===== src/design/focr_pkg.sv =====
// Constants and carrier types for the flash operation address/command register bank.
// Assumes an AXI4-Lite master with 32-bit data; registers sit at four times their index.
package focr_pkg;

  // ****************************************
  // Register indices (byte address = 4 * index)
  // ****************************************
  localparam logic [15:0] IDX_COPYBACK_DEST = 16'hF103;
  localparam logic [15:0] IDX_SPARE_SLOT_A = 16'hF104;
  localparam logic [15:0] IDX_SPARE_SLOT_B = 16'hF105;
  localparam logic [15:0] IDX_SPARE_SLOT_C = 16'hF106;
  localparam logic [15:0] IDX_START_PAGE_SECTOR = 16'hF107;
  localparam logic [15:0] IDX_BUFFER_PLACEMENT = 16'hF200;
  localparam logic [15:0] IDX_OPERATION_COMMAND = 16'hF220;
  localparam logic [15:0] IDX_SYSTEM_CONFIG_ONE = 16'hF221;
  localparam logic [15:0] IDX_COMPLETION_STATUS = 16'hF230;

  // ****************************************
  // Reset values
  // ****************************************
  localparam logic [15:0] RST_ADDR_REG = 16'h0000;
  localparam logic [15:0] RST_COMMAND = 16'h0000;
  localparam logic [15:0] RST_SYSCFG = 16'h40C0;
  localparam logic RST_READY_FLAG = 1'b1;

  // ****************************************
  // Field positions
  // ****************************************
  localparam int PAGE_LSB = 2;
  localparam int BSEL_LSB = 8;
  localparam int BCNT_LSB = 0;
  localparam int STAT_READY_BIT = 0;
  localparam int STAT_ACTIVE_BIT = 1;
  localparam logic [2:0] BRL_MIN_CODE = 3'h3;
  localparam logic [2:0] SECTORS_ON_ZERO = 3'h4;

  // ****************************************
  // Command codes
  // ****************************************
  localparam logic [15:0] CMD_LOAD_MAIN = 16'h0000;
  localparam logic [15:0] CMD_LOAD_SPARE = 16'h0013;
  localparam logic [15:0] CMD_PROG_ALL = 16'h0080;
  localparam logic [15:0] CMD_PROG_SPARE = 16'h001A;
  localparam logic [15:0] CMD_COPYBACK = 16'h001B;
  localparam logic [15:0] CMD_UNLOCK = 16'h0023;
  localparam logic [15:0] CMD_LOCK = 16'h002A;
  localparam logic [15:0] CMD_LOCK_TIGHT = 16'h002C;
  localparam logic [15:0] CMD_ERASE_VERIFY = 16'h0071;
  localparam logic [15:0] CMD_ERASE_BLOCK = 16'h0094;
  localparam logic [15:0] CMD_ERASE_MULTI = 16'h0095;
  localparam logic [15:0] CMD_ERASE_SUSPEND = 16'h00B0;
  localparam logic [15:0] CMD_ERASE_RESUME = 16'h0030;
  localparam logic [15:0] CMD_CORE_RESET = 16'h00F0;
  localparam logic [15:0] CMD_HOT_RESET = 16'h00F3;
  localparam logic [15:0] CMD_OTP_ACCESS = 16'h0065;

  // ****************************************
  // Bus answers
  // ****************************************
  localparam logic [1:0] RESP_OKAY = 2'h0;
  localparam logic [1:0] RESP_SLVERR = 2'h2;

  // ****************************************
  // Types
  // ****************************************
  typedef struct packed {
    logic read_timing_select;
    logic [2:0] burst_latency_code;
    logic [2:0] burst_size_code;
    logic ecc_bypass;
    logic ready_pin_polarity;
    logic irq_pin_polarity;
    logic status_pin_drive_enable;
    logic ready_timing;
    logic [2:0] reserved;
    logic boot_buffer_lock_status;
  } focr_cfg_t;

  typedef struct packed {
    logic [15:0] cmd;
    logic [5:0] start_page_index;
    logic [1:0] start_sector_index;
    logic [5:0] copyback_dest_page;
    logic [1:0] copyback_dest_sector;
    logic [3:0] buffer_sector_select;
  } focr_core_op_t;

  typedef enum logic [3:0] {
    ST_IDLE = 4'b0001,
    ST_ISSUE = 4'b0010,
    ST_WAIT = 4'b0100,
    ST_DONE = 4'b1000
  } focr_state_t;

endpackage


===== src/design/focr_top.sv =====
// Flash operation address/command register bank with AXI4-Lite slave and operation sequencer.
// Assumes the flash core answers each sector or operation step with a one-cycle core_ack
// on mclk, and that it holds the block and OTP context outside this block.
//
// Notes on behaviour
// - Copy-back register bits 7:2 hold destination page, reset zero, upper bits zero.
// - Copy-back register bits 1:0 hold destination sector, reset zero.
// - Start register gives page bits 7:2 and sector bits 1:0 for transfers.
// - Sector count codes 1..3 mean that many sectors; code 0 means four.
// - Multi-sector steps bump only buffer select low bits, wrapping, upper bits fixed.
// - Buffer select bit 3 picks boot buffer or data buffers.
// - Buffer select bit 2 picks first or second data buffer.
// - Buffer select bits 1:0 give sector within chosen buffer.
// - Completion flag returns to ready when the operation finishes.
// - While busy only 00F0h/00F3h are accepted, and only for abortable operations.
// - 0000h loads main sectors, 0013h loads spare sectors into the buffer.
// - 0080h programs main and spare, 001Ah programs spare only.
// - 001Bh copy-back programs to destination page and sector registers.
// - 0023h/002Ah/002Ch unlock, lock, lock-tight a block; refused while busy.
// - 0071h, 0094h, 0095h, 00B0h, 0030h are erase operations; suspend refused busy.
// - 00F0h resets flash core only; 00F3h returns all registers to defaults too.
// - System configuration resets to 40C0h with documented field layout.
// - Configuration bit 15 selects asynchronous or synchronous burst reads.
// - Latency codes 3..7 give 3..7 cycles; codes 0..2 are not available.
// - Latency code sits in configuration bits 14:12.
`timescale 1ns/1ps
`default_nettype none

module focr_top #(
  parameter int ADDR_W = 18
) (
  input wire logic mclk,
  input wire logic reset_n,
  input wire logic [ADDR_W-1:0] s_axi_awaddr,
  input wire logic s_axi_awvalid,
  output logic s_axi_awready,
  input wire logic [31:0] s_axi_wdata,
  input wire logic [3:0] s_axi_wstrb,
  input wire logic s_axi_wvalid,
  output logic s_axi_wready,
  output logic [1:0] s_axi_bresp,
  output logic s_axi_bvalid,
  input wire logic s_axi_bready,
  input wire logic [ADDR_W-1:0] s_axi_araddr,
  input wire logic s_axi_arvalid,
  output logic s_axi_arready,
  output logic [31:0] s_axi_rdata,
  output logic [1:0] s_axi_rresp,
  output logic s_axi_rvalid,
  input wire logic s_axi_rready,
  output focr_pkg::focr_core_op_t core_op,
  output logic core_req,
  input wire logic core_ack,
  output logic core_reset,
  output focr_pkg::focr_cfg_t cfg
);
  import focr_pkg::*;

  // ****************************************
  // Write channel capture
  // ****************************************
  logic awready_q;
  logic wready_q;
  logic aw_hold_q;
  logic w_hold_q;
  logic [15:0] wr_idx_q;
  logic [31:0] wdata_q;
  logic [3:0] wstrb_q;
  logic bvalid_q;
  logic [1:0] bresp_q;

  wire aw_take = s_axi_awvalid & awready_q;
  wire w_take = s_axi_wvalid & wready_q;
  wire do_write = aw_hold_q & w_hold_q & ~bvalid_q;
  wire aw_hold_d = (aw_hold_q | aw_take) & ~do_write;
  wire w_hold_d = (w_hold_q | w_take) & ~do_write;
  wire bvalid_d = do_write | (bvalid_q & ~s_axi_bready);

  always_ff @(posedge mclk or negedge reset_n) begin
    if (!reset_n) begin
      awready_q <= 1'b0;
      wready_q <= 1'b0;
      aw_hold_q <= 1'b0;
      w_hold_q <= 1'b0;
      bvalid_q <= 1'b0;
    end else begin
      awready_q <= ~aw_hold_d;
      wready_q <= ~w_hold_d;
      aw_hold_q <= aw_hold_d;
      w_hold_q <= w_hold_d;
      bvalid_q <= bvalid_d;
    end
  end

  always_ff @(posedge mclk or negedge reset_n) begin
    if (!reset_n) begin
      wr_idx_q <= 16'h0000;
      wdata_q <= 32'h0000_0000;
      wstrb_q <= 4'h0;
    end else begin
      if (aw_take) begin
        wr_idx_q <= s_axi_awaddr[17:2];
      end
      if (w_take) begin
        wdata_q <= s_axi_wdata;
        wstrb_q <= s_axi_wstrb;
      end
    end
  end

  // ****************************************
  // Register state
  // ****************************************
  logic [7:0] copyback_q;
  logic [7:0] start_q;
  logic [3:0] bsel_q;
  logic [1:0] bcnt_q;
  logic [15:0] command_q;
  focr_cfg_t cfg_q;
  logic ready_flag_q;
  focr_state_t state_q;
  focr_core_op_t op_q;
  logic [2:0] steps_q;
  logic core_req_q;
  logic core_reset_q;

  // Byte-lane merge of the 16 live bits; lanes 2 and 3 carry nothing
  function automatic logic [15:0] merge16(input logic [15:0] old, input logic [31:0] wd,
                                          input logic [3:0] st);
    logic [15:0] res;
    res = old;
    if (st[0]) begin
      res[7:0] = wd[7:0];
    end
    if (st[1]) begin
      res[15:8] = wd[15:8];
    end
    return res;
  endfunction

  wire hit_copyback = wr_idx_q == IDX_COPYBACK_DEST;
  wire hit_start = wr_idx_q == IDX_START_PAGE_SECTOR;
  wire hit_bplace = wr_idx_q == IDX_BUFFER_PLACEMENT;
  wire hit_cmd = wr_idx_q == IDX_OPERATION_COMMAND;
  wire hit_cfg = wr_idx_q == IDX_SYSTEM_CONFIG_ONE;
  wire hit_stat = wr_idx_q == IDX_COMPLETION_STATUS;
  wire hit_spare = (wr_idx_q == IDX_SPARE_SLOT_A) | (wr_idx_q == IDX_SPARE_SLOT_B) |
                   (wr_idx_q == IDX_SPARE_SLOT_C);
  wire wr_mapped = hit_copyback | hit_start | hit_bplace | hit_cmd | hit_cfg | hit_stat |
                   hit_spare;

  wire [15:0] bplace_now = {4'h0, bsel_q, 6'h00, bcnt_q};
  wire [15:0] wr_copyback = merge16({8'h00, copyback_q}, wdata_q, wstrb_q);
  wire [15:0] wr_start = merge16({8'h00, start_q}, wdata_q, wstrb_q);
  wire [15:0] wr_bplace = merge16(bplace_now, wdata_q, wstrb_q);
  wire [15:0] wr_cmd = merge16(command_q, wdata_q, wstrb_q);
  wire [15:0] wr_cfg = merge16(cfg_q, wdata_q, wstrb_q);
  wire [15:0] wr_stat = merge16({14'h0000, state_q != ST_IDLE, ready_flag_q}, wdata_q, wstrb_q);

  // ****************************************
  // Command decode and acceptance
  // ****************************************
  wire idle = state_q == ST_IDLE;
  wire code_is_transfer = (wr_cmd == CMD_LOAD_MAIN) | (wr_cmd == CMD_LOAD_SPARE) |
                          (wr_cmd == CMD_PROG_ALL) | (wr_cmd == CMD_PROG_SPARE) |
                          (wr_cmd == CMD_COPYBACK);
  wire code_is_single = (wr_cmd == CMD_UNLOCK) | (wr_cmd == CMD_LOCK) |
                        (wr_cmd == CMD_LOCK_TIGHT) | (wr_cmd == CMD_ERASE_VERIFY) |
                        (wr_cmd == CMD_ERASE_BLOCK) | (wr_cmd == CMD_ERASE_MULTI) |
                        (wr_cmd == CMD_ERASE_SUSPEND) | (wr_cmd == CMD_ERASE_RESUME) |
                        (wr_cmd == CMD_OTP_ACCESS);
  wire code_is_reset = (wr_cmd == CMD_CORE_RESET) | (wr_cmd == CMD_HOT_RESET);
  // Lock family and erase suspend are not abortable, so resets are refused while they run
  wire running_abortable = (op_q.cmd != CMD_UNLOCK) & (op_q.cmd != CMD_LOCK) &
                           (op_q.cmd != CMD_LOCK_TIGHT) & (op_q.cmd != CMD_ERASE_SUSPEND);
  wire cmd_write = do_write & hit_cmd;
  wire cmd_ok = idle ? (code_is_transfer | code_is_single | code_is_reset) :
                (code_is_reset & running_abortable);
  wire cmd_accept = cmd_write & cmd_ok;
  wire op_start = cmd_accept & ~code_is_reset;
  wire reset_cmd = cmd_accept & code_is_reset;
  wire hot_reset = cmd_accept & (wr_cmd == CMD_HOT_RESET);
  wire op_finish = (state_q == ST_DONE) | reset_cmd;
  wire reg_write = do_write & ~hot_reset;

  // ****************************************
  // Address, placement and command registers
  // ****************************************
  always_ff @(posedge mclk or negedge reset_n) begin
    if (!reset_n) begin
      copyback_q <= RST_ADDR_REG[7:0];
      start_q <= RST_ADDR_REG[7:0];
      bsel_q <= RST_ADDR_REG[11:8];
      bcnt_q <= RST_ADDR_REG[1:0];
      command_q <= RST_COMMAND;
    end else if (hot_reset) begin
      copyback_q <= RST_ADDR_REG[7:0];
      start_q <= RST_ADDR_REG[7:0];
      bsel_q <= RST_ADDR_REG[11:8];
      bcnt_q <= RST_ADDR_REG[1:0];
      command_q <= RST_COMMAND;
    end else begin
      if (reg_write & hit_copyback) begin
        copyback_q <= wr_copyback[7:0];
      end
      if (reg_write & hit_start) begin
        start_q <= wr_start[7:0];
      end
      if (reg_write & hit_bplace) begin
        bsel_q <= wr_bplace[BSEL_LSB+3:BSEL_LSB];
        bcnt_q <= wr_bplace[BCNT_LSB+1:BCNT_LSB];
      end
      if (cmd_accept) begin
        command_q <= wr_cmd;
      end
    end
  end

  // ****************************************
  // System configuration
  // ****************************************
  // Reserved bits and the boot lock status stay zero whatever is written
  focr_cfg_t cfg_wr;
  always_comb begin
    cfg_wr = focr_cfg_t'(wr_cfg);
    cfg_wr.reserved = 3'h0;
    cfg_wr.boot_buffer_lock_status = 1'b0;
    if (cfg_wr.burst_latency_code < BRL_MIN_CODE) begin
      cfg_wr.burst_latency_code = cfg_q.burst_latency_code;
    end
  end

  always_ff @(posedge mclk or negedge reset_n) begin
    if (!reset_n) begin
      cfg_q <= focr_cfg_t'(RST_SYSCFG);
    end else if (hot_reset) begin
      cfg_q <= focr_cfg_t'(RST_SYSCFG);
    end else if (reg_write & hit_cfg) begin
      cfg_q <= cfg_wr;
    end
  end

  // ****************************************
  // Completion flag
  // ****************************************
  // Completion wins over a simultaneous host clear so no finish is lost
  always_ff @(posedge mclk or negedge reset_n) begin
    if (!reset_n) begin
      ready_flag_q <= RST_READY_FLAG;
    end else if (op_finish) begin
      ready_flag_q <= 1'b1;
    end else if (do_write & hit_stat & wstrb_q[0] & ~wr_stat[STAT_READY_BIT]) begin
      ready_flag_q <= 1'b0;
    end
  end

  // ****************************************
  // Operation sequencer
  // ****************************************
  wire [1:0] cnt_code = bcnt_q;
  wire [2:0] sector_total = (cnt_code == 2'h0) ? SECTORS_ON_ZERO : {1'b0, cnt_code};

  always_ff @(posedge mclk or negedge reset_n) begin
    if (!reset_n) begin
      state_q <= ST_IDLE;
      op_q <= '0;
      steps_q <= 3'h0;
      core_req_q <= 1'b0;
      core_reset_q <= 1'b0;
    end else begin
      core_reset_q <= reset_cmd;
      if (reset_cmd) begin
        state_q <= ST_IDLE;
        core_req_q <= 1'b0;
      end else begin
        case (state_q)
          ST_IDLE: begin
            if (op_start) begin
              op_q.cmd <= wr_cmd;
              op_q.start_page_index <= start_q[7:PAGE_LSB];
              op_q.start_sector_index <= start_q[1:0];
              op_q.copyback_dest_page <= copyback_q[7:PAGE_LSB];
              op_q.copyback_dest_sector <= copyback_q[1:0];
              op_q.buffer_sector_select <= bsel_q;
              steps_q <= code_is_transfer ? sector_total : 3'h1;
              state_q <= ST_ISSUE;
            end
          end
          ST_ISSUE: begin
            core_req_q <= 1'b1;
            state_q <= ST_WAIT;
          end
          ST_WAIT: begin
            if (core_ack) begin
              core_req_q <= 1'b0;
              op_q.buffer_sector_select[1:0] <= op_q.buffer_sector_select[1:0] + 2'h1;
              steps_q <= steps_q - 3'h1;
              state_q <= (steps_q == 3'h1) ? ST_DONE : ST_ISSUE;
            end
          end
          ST_DONE: begin
            state_q <= ST_IDLE;
          end
          default: begin
            state_q <= ST_IDLE;
          end
        endcase
      end
    end
  end

  // ****************************************
  // Read channel
  // ****************************************
  logic arready_q;
  logic rvalid_q;
  logic [31:0] rdata_q;
  logic [1:0] rresp_q;

  wire ar_take = s_axi_arvalid & arready_q;
  wire rvalid_d = ar_take | (rvalid_q & ~s_axi_rready);
  wire [15:0] rd_idx = s_axi_araddr[17:2];
  wire rd_spare = (rd_idx == IDX_SPARE_SLOT_A) | (rd_idx == IDX_SPARE_SLOT_B) |
                  (rd_idx == IDX_SPARE_SLOT_C);
  wire [15:0] rd_word =
    (rd_idx == IDX_COPYBACK_DEST) ? {8'h00, copyback_q} :
    (rd_idx == IDX_START_PAGE_SECTOR) ? {8'h00, start_q} :
    (rd_idx == IDX_BUFFER_PLACEMENT) ? bplace_now :
    (rd_idx == IDX_OPERATION_COMMAND) ? command_q :
    (rd_idx == IDX_SYSTEM_CONFIG_ONE) ? cfg_q :
    (rd_idx == IDX_COMPLETION_STATUS) ? {14'h0000, ~idle, ready_flag_q} : 16'h0000;
  wire rd_mapped = rd_spare | (rd_idx == IDX_COPYBACK_DEST) |
                   (rd_idx == IDX_START_PAGE_SECTOR) | (rd_idx == IDX_BUFFER_PLACEMENT) |
                   (rd_idx == IDX_OPERATION_COMMAND) | (rd_idx == IDX_SYSTEM_CONFIG_ONE) |
                   (rd_idx == IDX_COMPLETION_STATUS);

  always_ff @(posedge mclk or negedge reset_n) begin
    if (!reset_n) begin
      arready_q <= 1'b0;
      rvalid_q <= 1'b0;
      rdata_q <= 32'h0000_0000;
      rresp_q <= RESP_OKAY;
      bresp_q <= RESP_OKAY;
    end else begin
      arready_q <= ~rvalid_d;
      rvalid_q <= rvalid_d;
      if (ar_take) begin
        rdata_q <= {16'h0000, rd_word};
        rresp_q <= rd_mapped ? RESP_OKAY : RESP_SLVERR;
      end
      if (do_write) begin
        bresp_q <= wr_mapped ? RESP_OKAY : RESP_SLVERR;
      end
    end
  end

  // ****************************************
  // Outputs
  // ****************************************
  assign s_axi_awready = awready_q;
  assign s_axi_wready = wready_q;
  assign s_axi_bvalid = bvalid_q;
  assign s_axi_bresp = bresp_q;
  assign s_axi_arready = arready_q;
  assign s_axi_rvalid = rvalid_q;
  assign s_axi_rdata = rdata_q;
  assign s_axi_rresp = rresp_q;
  assign core_op = op_q;
  assign core_req = core_req_q;
  assign core_reset = core_reset_q;
  assign cfg = cfg_q;

endmodule

`default_nettype wire


===== config.mk =====
export PLATFORM = sky130hd
export DESIGN_NAME = focr_top
export DESIGN_NICKNAME = d
export VERILOG_FILES = /design/src/design/focr_pkg.sv /design/src/design/focr_top.sv
export SDC_FILE = /design/constraint.sdc
export NUM_CORES = 1
export LEC_CHECK = 0
export ABC_AREA = 1
export BUFFER_PORTS_ARGS = -buffer_cell sky130_fd_sc_hd__buf_4
export CORE_ASPECT_RATIO = 2
export CORE_MARGIN = 1
export CORE_UTILIZATION = 44
export CTS_CLUSTER_SIZE = 28
export DETAILED_ROUTE_END_ITERATION = 8
export HOLD_SLACK_MARGIN = 0.08
export PLACE_DENSITY = 0.67
export SYNTH_ARGS = -nofsm -noshare
export SYNTH_HDL_FRONTEND = slang
export SYNTH_SLANG_ARGS = --single-unit

===== constraint.sdc =====
create_clock -name mclk -period 3.9 [get_ports mclk]
set_input_delay 0.975 -clock mclk [delete_from_list [all_inputs] [get_ports mclk]]
set_output_delay 0.975 -clock mclk [all_outputs]
set_load 0.01 [all_outputs]

==> results of run 1 <==
metal layers:
layer | up-vias | global-route usage, %
li1 | 3156 | -
met1 | 3006 | 24.6
met2 | 165 | 42.5
met3 | 51 | 3.94
met4 | 0 | 13.8
met5 | - | 0
path summary, 6_finish.rpt:
path	startpoint	endpoint	slack, ns	cells after the start
worst max-delay path	wstrb_q[0]$_DFFE_PN0P_	command_q[0]$_DFFE_PN0P_	0.96	16
worst max register to register	wstrb_q[0]$_DFFE_PN0P_	command_q[0]$_DFFE_PN0P_	0.96	16
max in group asynchronous	reset_n	s_axi_rdata[4]$_DFFE_PN0P_	2.52	2
worst min register to register	s_axi_rvalid$_DFF_PN0_	s_axi_arready$_DFF_PN0_	0.47	1
worst min-delay path	s_axi_rvalid$_DFF_PN0_	s_axi_arready$_DFF_PN0_	0.47	1
min in group asynchronous	reset_n	cfg[10]$_DFFE_PN0P_	0.48	1
synth_stat cells, types with 3 or more instances:
cell type,number,area [µm²]
a21oi_1,15,75.1
buf_2,7,35.0
nor3_1,16,80.1
nand2_1,298,1120
buf_6,4,45.0
nand2_2,7,43.8
o22ai_1,25,156
buf_4,23,173
o221ai_1,4,35.0
nor2_2,3,18.8
inv_2,5,18.8
nand3_1,52,260
o21ai_0,57,285
o21ai_1,31,155
clkbuf_1,11,41.3
nand4_1,6,37.5
inv_1,114,428
nor2_1,60,225
dfrtp_1,150,3750
dfstp_2,5,131
o21a_1,3,22.5
cell families (layout without fill, tap and decap cells):
family,count (synthesis),count (layout),share of synthesized area (%)
compound gates,140,140,10.4
fa+ha+maj,2,2,0.338
other cells,1,22,0.0507
xor+xnor,2,2,0.237
simple gates,456,456,26.2
buf+inv,166,290,10.2
flops,155,155,52.5
cell type report:
class                           instances  area (µm²)  share of cell area [%]
Clock buffer                           18         429                    4.75
Clock inverter                         13         121                    1.34
Inverter                              121         457                    5.05
Multi-Input combinational cell        622        2840                    31.4
Sequential cell                       155        3880                    43.0
Tap cell                              204         255                    2.82
Timing Repair Buffer                  138        1050                    11.6
flip-flops by register name (all words and copies together) (netlist names), 2 cells and up:
signal	count
bcnt_q	2
wdata_q	16
wr_idx_q	16
command_q	16
bsel_q	4
copyback_q	8
state_q	4
start_q	8
core_op	36
cfg	12
s_axi_rdata	16
wstrb_q	2
steps_q	3
power by group:
group          leakage (nW)  internal [mW]  switching, mW
clock network         0.255          0.877          0.685
logic                  2.46          0.396          0.769
registers              2.06           1.85          0.212
total                  4.77           3.13           1.67
through the flow:
| step | instance area [µm²] | hold WS (ns) | util, % | instances |
|---|---|---|---|---|
| global placement | 8490 | 0.452 | 51.9 | 1240 |
| floorplan | 7470 | 0.442 | - | 943 |
| finish | 9040 | 0.466 | 55.3 | 1271 |
| detailed placement | 8490 | 0.460 | 51.9 | 1240 |
| global route | 9040 | 0.480 | 55.3 | 1271 |
| CTS | 9040 | 0.468 | 55.3 | 1271 |
==> results.md, run 1 <==
- Final Hold Violating Endpoints: 0
- Post-CTS sizing: 0
- Starting density of the core: a little under half
- Max transition margin: about half
- Post-synth EDFFs: 0
- CP max stage delay: between 0.7 and 0.8 ns
- Cells after synthesis: slightly above 900
- Die H: between 150 and 200 µm
- Synth Register Bits: 155
- Crit-path cells: inv_4 > nand2_1 > nand2_1 > nand2_1 > nor2_1 > nand2_1 > nand2_1 > nor2_1 > nand3_1 > nand2_1 > nand2_4 > nand3b_4 > buf_4 > inv_2 > nand2_1 > o21ai_1
- Met2 Wirelength: about 10,000 µm
- Top routing layer in use: met4
- Seq/Total Area, Yosys: roughly 53%
- Post-CTS Hold Fix Bufs: 0
- I/O Buffers: 130
- GRT Total Usage: 23.3%
- Via-per-instance ratio: 5.02
- Total of max-cap violations: 0
- Filler cells: 1,601
- Via count: roughly 6,400
- I/O Pins: between 150 and 200
- Crit. End Element: flip-flop
- CORE AREA: about 0.016 mm²
- Minimum clock period after layout: 2.94 ns
- Initial antenna violation count: 0
- First-pass GRT wire length: approximately 30,000 µm
- Clock slew at reported path FFs: 0.06 ns
- Nets: approximately 1,100
- P per Cell Area: about 530 mW/mm²
- Worst path bufs/invs: 3
- Metal-1 WL: 7270 µm
- Total power: 4.79 mW
- Maximum clock frequency: approximately 0.34 GHz
- WL per Instance: ~15 µm
- Ys flop type: dfrtp_1
- RSZ-0062 raised after global routing: false
- Row count: 66
- Asr flop ratio synth: between 90% and 100%
- Clock latency on the worst-skew pair: 0.43 ns
- DIE WIDTH: ~94 µm
- Cell family with most CP delay: simple AND/OR/NAND/NOR gates
- P_leak: ~4.8 nW
- Post-synthesis cell type count: 43
- Slew Limit Fails: 0
- Share of layout cells above drive strength 1: a little under a fifth
- DRT iter0 DRCs: roughly 310
- Final setup margin: about 0.96 ns
- CP Data Required Time: ~4.2 ns
- Ys Warns: 0
- Arrival time at the worst endpoint: roughly 3.3 ns
- Number of global-route vias before repair: a little over 6,000
- Die area: around 0.017 mm²
- Crit path kind: reg2reg
- Maximum VDD drop: 331 µV
- Pre-CTS WS: slightly above 1 ns
- Avg Inst Size Synth: 8.02 µm²
- Num CTS Buffers: 17
- Final period util: 75.5%
- Drt drc: 0
- Netlist Area Pre-Place: 0.00739 mm²
- CTS tree: yes
- Setup TNS Final: 0 ns
- Outcome: finished, final reports clean
- Hold Path Class: reg2reg
- Routed Antenna Nets: 0
- CTS max path bufs: 2
- Total gr overflow: 0
- Final HPWL DP: ~14,000 µm
- Cell repeated most along the worst path: nand2_1
- Met3 WL: roughly 710 µm
- Initial DRT Pass Iterations: 5
- Area grow syn2layout: 22.2%
- CP Launch Type: flip-flop
- Clk sinks: between 150 and 200
- H-tree levels: 4
- Worst Path Max Fanout: 60
- Worst-margin pin slew: between 0.7 and 0.8 ns
- Commonest non-fill, non-tap cell in the layout: nand2_1
- RePlAce Congestion: 0.869
- Most frequent cells in the layout: nand2_1 (298), dfrtp_1 (150), buf_4 (136)
- Clock root buffer: clkbuf_16
- Finish-stage setup viols: 0
- Total wire length after detailed routing: 19,200 µm
- Post-CTS setup buffers: 0
- N_diodes: 0
- Largest net degree at the start of global routing: 67
- Clock skew: about 0.009 ns
- Critical path's slowest cell: dfrtp_1
No activity file was read; power rests on OpenSTA's default activity.
==> run 2, diff against run 1 <==
==> constraint.sdc (replaced) <==
create_clock -name mclk -period 3.1 [get_ports mclk]
set_input_delay 0.775 -clock mclk [delete_from_list [all_inputs] [get_ports mclk]]
set_output_delay 0.775 -clock mclk [all_outputs]
set_load 0.01 [all_outputs]
==> run 2 against run 1 <==
Critical path depth decreased by 3. Die area unchanged. Sequential power increased by 25%. Total power increased by 30%. Combinational power increased by 27%. Clock power increased by 37%. Critical path type unchanged.
==> results.md, run 2 (synthesis gave the netlist of run 1 again) <==
- Outcome: finished, final reports clean
- Pre-CTS WS: roughly 0.36 ns
- CORE AREA: ~0.016 mm²
- Crit. End Element: flip-flop
- I/O Buffers: 130
- CP Data Required Time: about 3.4 ns
- Total wire length after detailed routing: between 15,000 and 20,000 µm
- Final Hold Violating Endpoints: 0
- Post-CTS setup buffers: 0
- Initial antenna violation count: 0
- Starting density of the core: between 40% and 50%
- Die area: around 0.017 mm²
- Worst path bufs/invs: 2
- Worst-margin pin slew: 0.645 ns
- Critical path's slowest cell: dfrtp_1
- I/O Pins: ~180
- CTS max path bufs: 2
- Slew Limit Fails: 0
- Maximum VDD drop: 376 µV
- Crit-path cells: inv_2 > a21oi_1 > nand4_1 > nor2_1 > nand2_1 > inv_1 > nand3_1 > nand2_4 > nand3_4 > nand2_2 > nand2_1 > nand2_1 > nand2_1
- Clock slew at reported path FFs: 0.06 ns
- Nets: roughly 1,100
- Clock latency on the worst-skew pair: ~0.43 ns
- P_leak: slightly below 5 nW
- Clk sinks: 155
- Via-per-instance ratio: 5.04
- RR Endpoint: cfg[15]$_DFFE_PN0P_
- Cell count of the worst reg-to-reg path: 13
- Max transition margin: a little under three fifths
- Max reg flops: 36
- Arrival time at the worst endpoint: approximately 3.1 ns
- Metal-1 WL: between 6000 and 7000 µm
- Hold Path Class: in2async
- Worst Path Max Fanout: 19
- Post-CTS Hold Fix Bufs: 0
- Clock skew: approximately 0.013 ns
- CP Launch Type: flip-flop
- Clock root buffer: clkbuf_16
- H-tree levels: 4
- First-pass GRT wire length: 30,200 µm
- Finish-stage setup viols: 0
- Routed Antenna Nets: 0
- N_diodes: 0
- Commonest non-fill, non-tap cell in the layout: nand2_1
- DIE WIDTH: between 90 and 100 µm
- RSZ-0062 raised after global routing: false
- Final setup margin: slightly above 0.3 ns
- P per Cell Area: slightly below 700 mW/mm²
- Number of cells on the critical path: 13
- Non-Filler Instances: about 1,300
- Total of max-cap violations: 0
- Flop2flop setup slack: around 0.30 ns
- Largest net degree at the start of global routing: 69
- Minimum clock period after layout: roughly 2.8 ns
- CTS tree: yes
- Via count: between 6,000 and 7,000
- DRT iter0 DRCs: 305
- RePlAce Congestion: a little over 0.9
- Crit path from: wstrb_q[1]$_DFFE_PN0P_
- Final HPWL DP: about 15,000 µm
- CP max stage delay: 0.58 ns
- Initial DRT Pass Iterations: 5
- Most frequent cells in the layout: nand2_1 (298), dfrtp_1 (149), buf_4 (138)
- Final period util: between 90% and 100%
- Number of global-route vias before repair: approximately 6,200
- Top routing layer in use: met4
- Die H: ~190 µm
- Num CTS Buffers: 17
- Crit path kind: reg2reg
- Share of layout cells above drive strength 1: a little under a fifth
- Crit path capture: cfg[15]$_DFFE_PN0P_
- Area grow syn2layout: 23.7%
- Reg2reg start: wstrb_q[1]$_DFFE_PN0P_
- Met2 Wirelength: roughly 10,000 µm
- Placed Cells: 1,244
- WL per Instance: around 15 µm
- Setup TNS Final: 0 ns
- Maximum clock frequency: ~0.36 GHz
- Drt drc: 0
- Post-CTS sizing: 0
- Cell family with most CP delay: simple AND/OR/NAND/NOR gates
- Total gr overflow: 0
- GRT Total Usage: a little under a quarter
- Row count: 66
- Met3 WL: 682 µm
- Cell repeated most along the worst path: nand2_1
-- run 2: changes by cell type in the layout (fill, tap and decap cells not counted), sizes merged --
| cell | before | now |
|---|---|---|
| clkbuf | 18 | 19 |
| bufinv | 1 | 3 |
| clkinv | 5 | 1 |
| inv | 123 | 124 |
| buf | 138 | 142 |
-- run 2: worst min-delay path by stage --
stage | startpoint | endpoint | cells past startpoint
2_1_floorplan | steps_q[1]$_DFFE_PN0P_ | steps_q[1]$_DFFE_PN0P_ | 2
4_1_cts | reset_n | cfg[12]$_DFFE_PN0P_ | 1
5_1_grt | reset_n | cfg[12]$_DFFE_PN0P_ | 1
3_3_place_gp | steps_q[1]$_DFFE_PN0P_ | steps_q[1]$_DFFE_PN0P_ | 2
3_5_place_dp | s_axi_rvalid$_DFF_PN0_ | s_axi_arready$_DFF_PN0_ | 1
6_report | reset_n | cfg[12]$_DFFE_PN0P_ | 1
-- run 2: metrics by stage --
step / util [%] / hold WS [ns] / power [mW] / instance area, µm²
3_5_place_dp: 52.2 / 0.462 / 4.10 / 8540
4_1_cts: 55.9 / 0.376 / 6.26 / 9150
2_1_floorplan: - / 0.442 / 3.62 / 7470
3_3_place_gp: 52.2 / 0.454 / 4.06 / 8540
5_1_grt: 55.9 / 0.395 / 6.57 / 9150
6_report: 55.9 / 0.344 / 6.22 / 9150
-- run 2: layout make-up --
cell class              instances  area (µm²)
fillers                      1593        7200
well taps                     204         255
inverters                     121         457
flip-flops and latches        155        3890
clock inverters                12         163
clock buffers                  19         443
repair buffers                142        1110
multi-input cells             622        2840
-- run 2: routing by layer --
layer  up-vias  GRT usage (%)
met5         -              0
met4         0           14.6
met3        49           2.91
met2       177           42.6
met1      3027           24.4
li1       3173              -
-- run 2: power by group --
part           internal, mW  switching (mW)
sequential             2.33           0.253
combinational         0.511           0.981
clock                  1.29           0.852
total                  4.14            2.09
==> run 3, diff against run 2 <==
--- a/config.mk
+++ b/config.mk
@@ -7,13 +7,15 @@
 export LEC_CHECK = 0
 export ABC_AREA = 1
 export BUFFER_PORTS_ARGS = -buffer_cell sky130_fd_sc_hd__buf_4
+export CELL_PAD_IN_SITES_DETAIL_PLACEMENT = 1
+export CELL_PAD_IN_SITES_GLOBAL_PLACEMENT = 2
 export CORE_ASPECT_RATIO = 2
 export CORE_MARGIN = 1
-export CORE_UTILIZATION = 44
+export CORE_UTILIZATION = 31
 export CTS_CLUSTER_SIZE = 28
 export DETAILED_ROUTE_END_ITERATION = 8
 export HOLD_SLACK_MARGIN = 0.08
-export PLACE_DENSITY = 0.67
+export PLACE_DENSITY_LB_ADDON = 0.1
 export SYNTH_ARGS = -nofsm -noshare
 export SYNTH_HDL_FRONTEND = slang
 export SYNTH_SLANG_ARGS = --single-unit
==> run 3 against run 2 <==
The flow now finishes with violations (DRC). Combinational power up 6%. Largest power group unchanged. Maximum frequency decreased by 1.7%. Clock power is essentially flat. Utilization down 16 points. Sequential share of layout area is 0.73 points lower. First-iteration DRC count is 18% lower.
==> results.md, run 3 (synthesis gave the netlist of run 1 again) <==
- Total power: 6.35 mW
- Maximum clock frequency: ~0.35 GHz
- Sw power: between 2 and 2.5 mW
- DRT iter0 DRCs: between 200 and 300
- CORE AREA: ~0.023 mm²
- P_leak: 4.89 nW
- CTS tree: yes
- CP Launch Type: flip-flop
- N_diodes: 0
- Crit path kind: reg2reg
- Filler cells: between 2,000 and 3,000
- Total gr overflow: 0
- Clock power share: ~34%
- Starting density of the core: 31.7%
- Clock root buffer: clkbuf_16
- Reg2reg start: wstrb_q[0]$_DFFE_PN0P_
- I/O Buffers: 130
- Drt drc: 16
- Maximum VDD drop: 382 µV
- Via count: approximately 6,500
- Clock skew: around 0.011 ns
- Final Hold Violating Endpoints: 0
- Combinational fraction of design power: between 20% and 30%
- Flop2flop setup slack: roughly 0.25 ns
- CP Data Required Time: around 3.4 ns
- Failing checks: DRC
- Sw frac: 35.0%
- WL per Instance: between 15 and 20 µm
- Placed Cells: 1,332
- Largest net degree at the start of global routing: 61
- Initial DRT Pass Iterations: 6
- Initial antenna violation count: 0
- Cell count of the worst reg-to-reg path: 14
- Internal power: 4.12 mW
- Worst-margin pin slew: around 0.63 ns
- First-pass GRT wire length: just under 40,000 µm
- Post-CTS sizing: 0
- DIE WIDTH: roughly 110 µm
- I/O Pins: around 180
- Part of the power in registers: 41.3%
- Clock latency on the worst-skew pair: 0.44 ns
- Area grow syn2layout: 25.9%
- Arrival time at the worst endpoint: 3.15 ns
- Max reg flops: 36
- CTS max path bufs: 2
- Placed Area: approximately 0.0087 mm²
- Hold Path Class: in2async
- Worst Path Max Fanout: 19
- RR Endpoint: copyback_q[0]$_DFFE_PN0P_
- Post-CTS Hold Fix Bufs: 0
- Commonest non-fill, non-tap cell in the layout: nand2_1
- Post-CTS setup buffers: 0
- Non-Filler Instances: 1,364
- Share of layout cells above drive strength 1: approximately 20%
- GRT Total Usage: a little over a fifth
- Final period util: between 90% and 100%
- Minimum clock period after layout: roughly 2.8 ns
- Fin area: 0.00931 mm²
- Total of max-cap violations: 0
- Num CTS Buffers: 17
- Clock slew at reported path FFs: ~0.07 ns
- Most frequent cells in the layout: nand2_1 (298), dfrtp_1 (150), buf_4 (147)
- RePlAce Congestion: approximately 0.8
- Finish-stage setup viols: 0
- Nets: between 1,000 and 1,500
- Routed Antenna Nets: 0
- Number of global-route vias before repair: between 6,000 and 7,000
- Final HPWL DP: approximately 19,000 µm
- Slew Limit Fails: 0
- Crit. End Element: flip-flop
- Die area: 0.0245 mm²
- Setup TNS Final: 0 ns
- Total wire length after detailed routing: between 20,000 and 25,000 µm
- P per Cell Area: 682 mW/mm²
- Via-per-instance ratio: about 4.8
- H-tree levels: 4
- RSZ-0062 raised after global routing: false
- Max transition margin: 57.8%
- Clk sinks: between 150 and 200
- Outcome: finished with violations
- Die H: between 200 and 250 µm
- Row count: 79
-- run 3: power by group through the flow --
stage / sequential [mW] / combinational (mW) / clock [mW]
global placement: 2.66 / 1.61 / 0
CTS: 2.63 / 1.63 / 2.19
detailed placement: 2.67 / 1.62 / 0
global route: 2.67 / 1.81 / 2.26
floorplan: 2.54 / 1.08 / 0
finish: 2.62 / 1.58 / 2.14
-- run 3: metrics by stage --
stage	utilization (%)	setup WS, ns	hold WS, ns
after global routing	39.9	0.0200	0.348
final	39.9	0.254	0.298
after floorplan	-	0.951	0.442
after CTS	39.9	0.238	0.323
after global placement	37.3	0.241	0.458
after detailed placement	37.3	0.265	0.467
-- run 3: worst max-delay path by stage --
stage | start | to | slack [ns] | cells after the start
3_3_place_gp | wstrb_q[0]$_DFFE_PN0P_ | copyback_q[0]$_DFFE_PN0P_ | 0.24 | 14
5_1_grt | wstrb_q[0]$_DFFE_PN0P_ | copyback_q[6]$_DFFE_PN0P_ | 0.02 | 14
6_report | wstrb_q[0]$_DFFE_PN0P_ | copyback_q[0]$_DFFE_PN0P_ | 0.25 | 14
4_1_cts | wstrb_q[0]$_DFFE_PN0P_ | copyback_q[0]$_DFFE_PN0P_ | 0.24 | 14
3_5_place_dp | wstrb_q[0]$_DFFE_PN0P_ | copyback_q[7]$_DFFE_PN0P_ | 0.26 | 14
2_1_floorplan | s_axi_araddr[12] | s_axi_rdata[0]$_DFFE_PN0P_ | 0.95 | 8
-- run 3: cell type report --
class,count,area [µm²],area share (%)
clock buffers,21,480,5.16
clock inverters,11,118,1.26
inverters,121,457,4.91
multi-input cells,622,2840,30.5
flip-flops and latches,155,3880,41.8
well taps,283,354,3.81
repair buffers,151,1170,12.6
-- run 3: metal layers --
layer  wire length, µm  track usage (%)  share of wire [%]
met5                 0                0                  0
met2             14100             41.6                 58
met3               747             3.56                3.0
met4               786             9.41                3.2
met1              8830             21.7                 36
-- run 3: worst max-delay path, stage by stage, from the launching register on --
cell     delay [ns]
dfrtp_1        0.58
inv_4          0.27
nand2_1        0.08
nand2_1        0.18
nand2_1        0.12
nor2_2         0.18
nand2_1        0.07
nand2_1        0.07
nand2_1        0.07
nand3_1        0.10
nand2_1        0.08
nand2_4        0.12
nand3_4        0.25
nand2_1        0.40
o22ai_1        0.13
